==> src/shared/servo_ref_pkg.sv <==
// Constants and types shared by the servo reference input decoder
package servo_ref_pkg;

    // APB register byte offsets
    localparam logic [7:0] CTRL_OFS     = 8'h00;
    localparam logic [7:0] SCALE_OFS    = 8'h04;
    localparam logic [7:0] STATUS_OFS   = 8'h08;
    localparam logic [7:0] POSITION_OFS = 8'h0C;
    localparam logic [7:0] SPEED_OFS    = 8'h10;

    // Control register field positions
    localparam int CTRL_MODE_LSB   = 0;
    localparam int CTRL_FORM_LSB   = 4;
    localparam int CTRL_FILTER_BIT = 8;

    // Control mode codes that take the analog speed reference
    localparam logic [3:0] MODE_SPEED_0 = 4'h0;
    localparam logic [3:0] MODE_SPEED_4 = 4'h4;
    localparam logic [3:0] MODE_SPEED_7 = 4'h7;
    localparam logic [3:0] MODE_SPEED_9 = 4'h9;
    localparam logic [3:0] MODE_SPEED_A = 4'hA;

    // Pulse form codes; codes 5 to 9 repeat 0 to 4 in negative logic
    localparam logic [3:0] FORM_SIGN_PULSE = 4'h0;
    localparam logic [3:0] FORM_CW_CCW     = 4'h1;
    localparam logic [3:0] FORM_QUAD_X1    = 4'h2;
    localparam logic [3:0] FORM_QUAD_X2    = 4'h3;
    localparam logic [3:0] FORM_QUAD_X4    = 4'h4;
    localparam logic [3:0] FORM_NEG_BASE   = 4'h5;
    localparam logic [3:0] FORM_LAST       = 4'h9;

    // Speed scaling factor, in 0.01 V per rated speed
    localparam logic [11:0] SCALE_MIN   = 12'h096;  // 150
    localparam logic [11:0] SCALE_MAX   = 12'hBB8;  // 3000
    localparam logic [11:0] SCALE_RESET = 12'h258;  // 600: 6 V is rated

    // Speed command: rated speed equals 2^RATED_SHIFT
    localparam int          RATED_SHIFT = 12;
    localparam int          DIV_STEPS   = 28;
    localparam logic [4:0]  DIV_LAST    = 5'h1B;
    localparam logic [16:0] SPEED_SAT   = 17'h1FFFF;

    // Input noise filter length in clocks when the filter is selected
    localparam logic [2:0] FILT_LEN = 3'h4;

    // One decoded position step
    typedef struct packed {
        logic step;     // One-cycle pulse per accepted increment
        logic forward;  // Direction of that increment
    } pos_cmd_t;

    // Software control register
    typedef struct packed {
        logic       filter_on;
        logic [3:0] form;
        logic [3:0] mode;
    } ctrl_reg_t;

    typedef enum logic [0:0] {
        DIV_IDLE = 1'b0,
        DIV_RUN  = 1'b1
    } div_state_t;

endpackage

==> src/hdl/servo_reference_input_decoder.sv <==
// Servo reference input decoder: analog speed scaling and pulse decoding
//
// Implementation choices: the placing of the registers and the APB register port.
`timescale 1ns/1ps
`default_nettype none

module servo_reference_input_decoder (
    // Clock and reset
    input  wire logic                     sys_clk,
    input  wire logic                     sys_rst,
    // APB slave
    input  wire logic                     psel,
    input  wire logic                     penable,
    input  wire logic                     pwrite,
    input  wire logic [7:0]               paddr,
    input  wire logic [31:0]              pwdata,
    output logic      [31:0]              prdata,
    output logic                          pready,
    output logic                          pslverr,
    // Analog reference samples, 0.01 V per LSB, from an on-chip converter
    input  wire logic signed [15:0]       vref_sample,
    input  wire logic                     vref_valid,
    // Pins from the host
    input  wire logic                     reference_pulse_in,
    input  wire logic                     reference_sign_in,
    input  wire logic                     proportional_only_request_n,
    // Commands to the servo loops
    output logic signed [17:0]            speed_cmd,
    output logic                          speed_mode,
    output logic                          loop_p_only,
    output servo_ref_pkg::pos_cmd_t       pos_cmd,
    output logic signed [31:0]            position
);
    import servo_ref_pkg::*;

    ctrl_reg_t          ctrl_r;
    logic [11:0]        scale_r;
    logic [31:0]        prdata_r;
    logic               pready_r;
    logic               pslverr_r;
    logic [1:0]         pin_raw;
    logic [1:0]         pin_filt;
    logic [1:0]         pin_prev_r;
    logic [1:0]         preq_sync_r;
    logic               p_only_r;
    logic               speed_mode_r;
    logic signed [17:0] speed_cmd_r;
    pos_cmd_t           pos_cmd_r;
    logic signed [31:0] position_r;
    div_state_t         div_state_r;
    logic [27:0]        div_num_r;
    logic [11:0]        div_rem_r;
    logic [11:0]        div_den_r;
    logic [4:0]         div_cnt_r;
    logic               div_neg_r;
    logic [12:0]        div_shift;
    logic               div_take;
    logic               apb_done;
    logic               apb_mapped;
    logic [11:0]        scale_wr;
    logic [3:0]         form_base;
    logic               form_neg;
    logic               a_now;
    logic               b_now;
    logic               a_old;
    logic               b_old;
    logic               step_now;
    logic               fwd_now;
    logic [15:0]        vref_mag;

    assign pin_raw = {reference_sign_in, reference_pulse_in};

    // Two-stage sync and optional stability filter on each reference pin
    genvar gi;
    generate
        for (gi = 0; gi < 2; gi++) begin : g_pin
            logic       meta_r;
            logic       sync_r;
            logic       filt_r;
            logic [2:0] stable_r;
            // A level, not an event, so two flops are enough here
            always_ff @(posedge sys_clk) begin
                if (sys_rst) begin
                    meta_r <= 1'b0;
                    sync_r <= 1'b0;
                end else begin
                    meta_r <= pin_raw[gi];
                    sync_r <= meta_r;
                end
            end
            // Filter trades a few clocks of latency for glitch rejection
            always_ff @(posedge sys_clk) begin
                if (sys_rst) begin
                    filt_r   <= 1'b0;
                    stable_r <= 3'h0;
                end else if (!ctrl_r.filter_on || sync_r == filt_r) begin
                    filt_r   <= sync_r;
                    stable_r <= 3'h0;
                end else if (stable_r == FILT_LEN - 3'h1) begin
                    filt_r   <= sync_r;
                    stable_r <= 3'h0;
                end else begin
                    stable_r <= stable_r + 3'h1;
                end
            end
            // Transistor on drives the pin high, so the level is used as is
            assign pin_filt[gi] = filt_r;
        end
    endgenerate

    // Previous decoded levels for edge detection
    always_ff @(posedge sys_clk) begin
        if (sys_rst) begin
            pin_prev_r <= 2'b00;
        end else begin
            pin_prev_r <= pin_filt;
        end
    end

    // Form code split into base form and logic sense
    always_comb begin
        form_neg  = (ctrl_r.form >= FORM_NEG_BASE);
        form_base = form_neg ? ctrl_r.form - FORM_NEG_BASE
                             : ctrl_r.form;
        a_now     = pin_filt[0] ^ form_neg;
        b_now     = pin_filt[1] ^ form_neg;
        a_old     = pin_prev_r[0] ^ form_neg;
        b_old     = pin_prev_r[1] ^ form_neg;
    end

    // Edge decode per form; A on pulse pin, B on sign pin
    always_comb begin
        step_now = 1'b0;
        fwd_now  = 1'b0;
        if (ctrl_r.form <= FORM_LAST) begin
            case (form_base)
                FORM_SIGN_PULSE: begin
                    step_now = a_now & ~a_old;
                    fwd_now  = b_now;
                end
                FORM_CW_CCW: begin
                    // Simultaneous CW and CCW edges cancel out
                    step_now = (a_now & ~a_old) ^ (b_now & ~b_old);
                    fwd_now  = a_now & ~a_old;
                end
                FORM_QUAD_X1: begin
                    step_now = a_now & ~a_old & ~(b_now ^ b_old);
                    fwd_now  = a_now ^ b_old;
                end
                FORM_QUAD_X2: begin
                    step_now = (a_now ^ a_old) & ~(b_now ^ b_old);
                    fwd_now  = a_now ^ b_old;
                end
                FORM_QUAD_X4: begin
                    // A double change is an illegal jump and is dropped
                    step_now = (a_now ^ a_old) ^ (b_now ^ b_old);
                    fwd_now  = a_now ^ b_old;
                end
                default: begin
                    step_now = 1'b0;
                    fwd_now  = 1'b0;
                end
            endcase
        end
    end

    // Position counter and step output, only outside analog speed modes
    always_ff @(posedge sys_clk) begin
        if (sys_rst) begin
            pos_cmd_r  <= '0;
            position_r <= 32'sh0;
        end else begin
            pos_cmd_r.step    <= step_now & ~speed_mode_r;
            pos_cmd_r.forward <= fwd_now;
            if (step_now && !speed_mode_r) begin
                position_r <= fwd_now ? position_r + 32'sh1
                                      : position_r - 32'sh1;
            end
        end
    end

    // Mode decode and proportional-only request, pin passes two sync flops and one output flop
    always_ff @(posedge sys_clk) begin
        if (sys_rst) begin
            preq_sync_r  <= 2'b11;
            p_only_r     <= 1'b0;
            speed_mode_r <= 1'b0;
        end else begin
            preq_sync_r  <= {preq_sync_r[0], proportional_only_request_n};
            p_only_r     <= ~preq_sync_r[1];
            speed_mode_r <= (ctrl_r.mode == MODE_SPEED_0)
                          | (ctrl_r.mode == MODE_SPEED_4)
                          | (ctrl_r.mode == MODE_SPEED_7)
                          | (ctrl_r.mode == MODE_SPEED_9)
                          | (ctrl_r.mode == MODE_SPEED_A);
        end
    end

    // Speed = |vref| * rated / scale, one quotient bit per clock
    assign vref_mag  = vref_sample[15] ? 16'(-vref_sample)
                                       : 16'(vref_sample);
    assign div_shift = {div_rem_r, div_num_r[27]};
    assign div_take  = (div_shift >= {1'b0, div_den_r});

    // Divider: a new sample is ignored while a division is running
    always_ff @(posedge sys_clk) begin
        if (sys_rst) begin
            div_state_r <= DIV_IDLE;
            div_num_r   <= 28'h0;
            div_rem_r   <= 12'h0;
            div_den_r   <= SCALE_RESET;
            div_cnt_r   <= 5'h0;
            div_neg_r   <= 1'b0;
        end else begin
            case (div_state_r)
                DIV_IDLE: begin
                    if (vref_valid) begin
                        div_num_r   <= {vref_mag, 12'h0};
                        div_rem_r   <= 12'h0;
                        div_den_r   <= scale_r;
                        div_cnt_r   <= 5'h0;
                        div_neg_r   <= vref_sample[15];
                        div_state_r <= DIV_RUN;
                    end
                end
                DIV_RUN: begin
                    div_num_r <= {div_num_r[26:0], div_take};
                    div_rem_r <= div_take
                               ? 12'(div_shift - {1'b0, div_den_r})
                               : div_shift[11:0];
                    div_cnt_r <= div_cnt_r + 5'h1;
                    if (div_cnt_r == DIV_LAST) begin
                        div_state_r <= DIV_IDLE;
                    end
                end
                default: begin
                    div_state_r <= DIV_IDLE;
                end
            endcase
        end
    end

    // Saturated, signed speed command; zero outside analog speed modes
    always_ff @(posedge sys_clk) begin
        if (sys_rst) begin
            speed_cmd_r <= 18'sh0;
        end else if (!speed_mode_r) begin
            speed_cmd_r <= 18'sh0;
        end else if (div_state_r == DIV_RUN && div_cnt_r == DIV_LAST) begin
            if ({div_num_r[26:0], div_take} > {11'h0, SPEED_SAT}) begin
                speed_cmd_r <= div_neg_r ? -$signed({1'b0, SPEED_SAT})
                                         : $signed({1'b0, SPEED_SAT});
            end else begin
                speed_cmd_r <= div_neg_r
                    ? -$signed({1'b0, div_num_r[15:0], div_take})
                    : $signed({1'b0, div_num_r[15:0], div_take});
            end
        end
    end

    // APB: one wait state, writes commit on the edge with pready high
    assign apb_done   = psel & penable & pready_r;
    assign apb_mapped = (paddr == CTRL_OFS) | (paddr == SCALE_OFS)
                      | (paddr == STATUS_OFS) | (paddr == POSITION_OFS)
                      | (paddr == SPEED_OFS);
    // Out-of-range scale writes are clamped rather than refused
    assign scale_wr   = (pwdata[11:0] < SCALE_MIN) ? SCALE_MIN
                      : (pwdata[31:12] != 20'h0 || pwdata[11:0] > SCALE_MAX)
                        ? SCALE_MAX : pwdata[11:0];

    // Register writes
    always_ff @(posedge sys_clk) begin
        if (sys_rst) begin
            ctrl_r  <= '0;
            scale_r <= SCALE_RESET;
        end else if (apb_done && pwrite) begin
            if (paddr == CTRL_OFS) begin
                ctrl_r.mode      <= pwdata[CTRL_MODE_LSB +: 4];
                ctrl_r.form      <= pwdata[CTRL_FORM_LSB +: 4];
                ctrl_r.filter_on <= pwdata[CTRL_FILTER_BIT];
            end
            if (paddr == SCALE_OFS) begin
                scale_r <= scale_wr;
            end
        end
    end

    // Answer generation and read data
    always_ff @(posedge sys_clk) begin
        if (sys_rst) begin
            pready_r  <= 1'b0;
            pslverr_r <= 1'b0;
            prdata_r  <= 32'h0;
        end else begin
            pready_r  <= psel & penable & ~pready_r;
            pslverr_r <= psel & penable & ~pready_r & ~apb_mapped;
            prdata_r  <= 32'h0;
            if (psel && penable && !pready_r && !pwrite) begin
                case (paddr)
                    CTRL_OFS:     prdata_r <= {23'h0, ctrl_r};
                    SCALE_OFS:    prdata_r <= {20'h0, scale_r};
                    STATUS_OFS:   prdata_r <= {28'h0, pos_cmd_r.forward,
                                               div_state_r == DIV_RUN,
                                               speed_mode_r, p_only_r};
                    POSITION_OFS: prdata_r <= position_r;
                    SPEED_OFS:    prdata_r <= 32'(speed_cmd_r);
                    default:      prdata_r <= 32'h0;
                endcase
            end
        end
    end

    // Outputs straight from flops
    assign prdata      = prdata_r;
    assign pready      = pready_r;
    assign pslverr     = pslverr_r;
    assign speed_cmd   = speed_cmd_r;
    assign speed_mode  = speed_mode_r;
    assign loop_p_only = p_only_r;
    assign pos_cmd     = pos_cmd_r;
    assign position    = position_r;

endmodule

`default_nettype wire

==> config.mk <==
export PLATFORM = sky130hd
export DESIGN_NAME = servo_reference_input_decoder
export DESIGN_NICKNAME = d
export VERILOG_FILES = /design/src/shared/servo_ref_pkg.sv /design/src/hdl/servo_reference_input_decoder.sv
export SDC_FILE = /design/constraint.sdc
export NUM_CORES = 1
export LEC_CHECK = 0
export BUFFER_PORTS_ARGS = -buffer_cell sky130_fd_sc_hd__clkbuf_2
export CORE_MARGIN = 2
export CORE_UTILIZATION = 40
export CTS_BUF_LIST = sky130_fd_sc_hd__clkbuf_16
export DETAILED_ROUTE_END_ITERATION = 12
export PLACE_DENSITY_LB_ADDON = 0.08
export SLEW_MARGIN = 10
export SYNTH_ARGS = -nofsm -noshare
export SYNTH_HDL_FRONTEND = slang
export SYNTH_SLANG_ARGS = --single-unit
==> constraint.sdc <==
create_clock -name sys_clk -period 5.45 [get_ports sys_clk]
set_clock_uncertainty 0.05 [all_clocks]
set_input_delay 0.545 -clock sys_clk [delete_from_list [all_inputs] [get_ports sys_clk]]
set_output_delay 0.545 -clock sys_clk [all_outputs]
set_load 0.02 [all_outputs]
==> metrics <==
crit-path max FO 19; simple-gate area share of the yosys netlist 20.6%; ANT nets after route 0; Cell variety after synth 75; WP data arrival 5.22 ns; clock transition at the registers of the reported paths 0.09 ns; Antenna Cells 0; core region area 0.0253 mm2; internal power 2210 uW; crit-path most repeated cell ha_1; Tcrit/Tclk final 90.7%; Die Width 165 um; IO buf count 152; global-route wire length before repair 46,300 um; vias in the first global route 8,880; worst reg2reg setup slack 0.51 ns; Root Buffer clkbuf_16; largest net degree at the start of global routing 69; final RePlAce weighted congestion 0.880; largest family of logic cells by synthesized area compound AO/OA/AOI/OAI gates; synth-to-layout area growth 15.8%; Post-Synthesis Cells 1,300; Clock Sinks 184; Synth Area per Inst 7.95 um2; status completed; final hold viol count 0; Hold Path Class input pin to flip-flop; min Tclk post-route 4.94 ns; Post-synth top flop dfxtp_1; MaxCap Viol Count 0; layout cells sized above 1 15.9%; Post-Synth XOR/XNOR Area 4.07%; Worst path max stage delay 0.56 ns; vias per cell 5.52; switching share of total power 31.0%; Global Route Usage Sum 21.4%; Top delay family on crit path compound AO/OA/AOI/OAI gates; critical path capture point type flip-flop; Post-Route Setup TNS 0 ns; Ys Warns 0; vias 9,686; initial antenna violation count 0; Synth area leader dfxtp_1; worst slew pin tran 1.16 ns; adder-cell share of the synthesized area 6.56%; fill cell count 2,596; power share of the sequential group 44.0%; crit path cell chain inv_1 > ha_1 > nand2b_1 > a21o_1 > mux2i_1 > nand2_1 > o211ai_1 > a31o_4 > ha_1 > a211oi_2 > o21bai_2 > o41ai_2 > a21oi_2 > o2111ai_1 > nand4_1 > a211oi_1 > a31o_2 > mux2_2; CTS tree done; Routed WL per cell 16.6 um; Hold-fix buffers, CTS 0; fin nets 1,530; slew margin rel. 22.3%; FMAX 0.202 GHz; Post-synth EDFFs 0; Initial Util 40.9%; Startpoint Class flip-flop; top-count cell post-synth dfxtp_1; buffer depth of the longest clock path 2; top-level I/O count 153; grt total ovfl 0; clock buffer count from CTS 17; die height 165 um; maximum vdd drop 0.205 mV; die area 0.0271 mm2; 1st-pass router iterations 7; combinational power share 15.8%; Max Slew Vio Count 0; Detailed Route WL 29,100 um; sw power 992 uW; critical path buffer and inverter count 1; async set-reset flop share out of synthesis 0%; Seq cells post-synth 184; Synth top cells by count dfxtp_1 (184), a21oi_1 (168), nor2_1 (155); final setup fails 0; crit path max-delay cell type dfxtp_1; Synth area leaders dfxtp_1 (36%), a21oi_1 (8.1%), ha_1 (6.2%); Pwr Density 267 mW/mm2; 1st-iter DRT viols 701; RSZ-0062 raised after global routing false; post-synthesis compound-gate area fraction 25.8%; post-synthesis net count 1,418; hpwl dp 21,200 um; mux share of post-synthesis cell area 2.87%; Clock power frac 40.3%; final core utilization 47.4%; Worst-Skew Late Latency 0.44 ns; Tot Pwr 3200 uW; H-tree depth 4; row cnt 58; sequential area share after synthesis 35.6%; post-synth top area share 35.6%; Setup CP Type flip-flop to flip-flop; DRC viols 0; P_leak 0.00490 uW; Crit path required time 5.73 ns; synthesized area 0.0103 mm2
layer usage:
| layer | GRT usage, % | wire, um |
|---|---|---|
| met4 | 5.22 | 341 |
| met2 | 36.1 | 13600 |
| met1 | 29.0 | 13800 |
| met3 | 2.94 | 1290 |
| met5 | 0 | 0 |
sequential cells by signal, indices dropped and copies added, names as in the netlist, 5 cells and up:
name	count
div_cnt_r	5
speed_cmd	18
div_num_r	28
prdata	32
ctrl_r	9
div_rem_r	12
div_den_r	12
g_pin.stable_r	6
scale_r	12
position	32
path summary, 6_finish.rpt:
| kind | startpoint | to | cells after the start |
|---|---|---|---|
| worst max register to register | ctrl_r[4] | position[31] | 18 |
| worst max-delay path | ctrl_r[4] | position[31] | 18 |
| worst min register to register | preq_sync_r[1] | loop_p_only | 1 |
| worst min-delay path | proportional_only_request_n | preq_sync_r[0] | 2 |
cells in the final DEF, fill, tap and decap left out, types with 6 or more instances in the layout:
| cell | n |
|---|---|
| clkbuf_2 | 151 |
| a21oi_1 | 167 |
| buf_4 | 12 |
| nand3_1 | 20 |
| o211ai_1 | 16 |
| mux2i_1 | 24 |
| a31oi_1 | 7 |
| nand2_1 | 133 |
| a22oi_1 | 16 |
| nor4_1 | 12 |
| a211oi_1 | 25 |
| nand4_1 | 8 |
| o21a_1 | 9 |
| inv_1 | 48 |
| a21o_1 | 18 |
| xnor2_1 | 23 |
| o31ai_1 | 8 |
| nor2b_1 | 20 |
| ha_1 | 51 |
| or2_2 | 7 |
| or3_1 | 14 |
| clkinv_8 | 9 |
| o21ai_0 | 59 |
| nor3b_1 | 16 |
| o21bai_1 | 6 |
| nor2_1 | 155 |
| nor3_1 | 27 |
| nand2b_1 | 13 |
| and3_1 | 10 |
| clkbuf_16 | 17 |
| xor2_1 | 25 |
| a222oi_1 | 7 |
| dfxtp_1 | 183 |
cell families (layout without fill, tap and decap cells):
group,count (synthesis),after routing
and+or+nand+nor,456,456
AOI/OAI and AO/OA,410,410
DFF,184,184
buffers and inverters,120,245
adders and majority gates,53,53
xor gates and xnor gates,48,48
muxes,29,29
cell type report:
cell class | count | area [um2] | area share [%]
Multi-Input combinational cell | 996 | 6210 | 51.9
Timing Repair Buffer | 163 | 846 | 7.06
Clock buffer | 17 | 425 | 3.55
Inverter | 50 | 188 | 1.57
Sequential cell | 184 | 3680 | 30.8
Clock inverter | 15 | 206 | 1.72
Tap cell | 330 | 413 | 3.45
per-stage QoR:
| stage | setup WS, ns | hold WS [ns] | cells | area (um2) |
|---|---|---|---|---|
| 6_report | 0.509 | 0.230 | 1755 | 12000 |
| 5_1_grt | 0.105 | 0.224 | 1755 | 12000 |
| 4_1_cts | 0.255 | 0.213 | 1755 | 12000 |
| 3_5_place_dp | 0.311 | 0.347 | 1723 | 11300 |
| 3_3_place_gp | 0.423 | 0.350 | 1723 | 11300 |
| 2_1_floorplan | 0.879 | 0.318 | 1300 | 10300 |
power groups by stage:
stage	sequential, uW	clock, uW	combinational, uW
after floorplan	1430	0	381
after global routing	1410	1360	569
after CTS	1410	1320	505
after detailed placement	1440	0	501
after global placement	1440	0	499
final	1410	1290	505
repair_timing:
action	4_1_cts	5_1_grt
setup endpoints to repair	0	1
hold endpoints to repair	0	0
gates resized for setup	0	2
setup buffers	0	0
No activity file was read; power rests on OpenSTA's default activity.
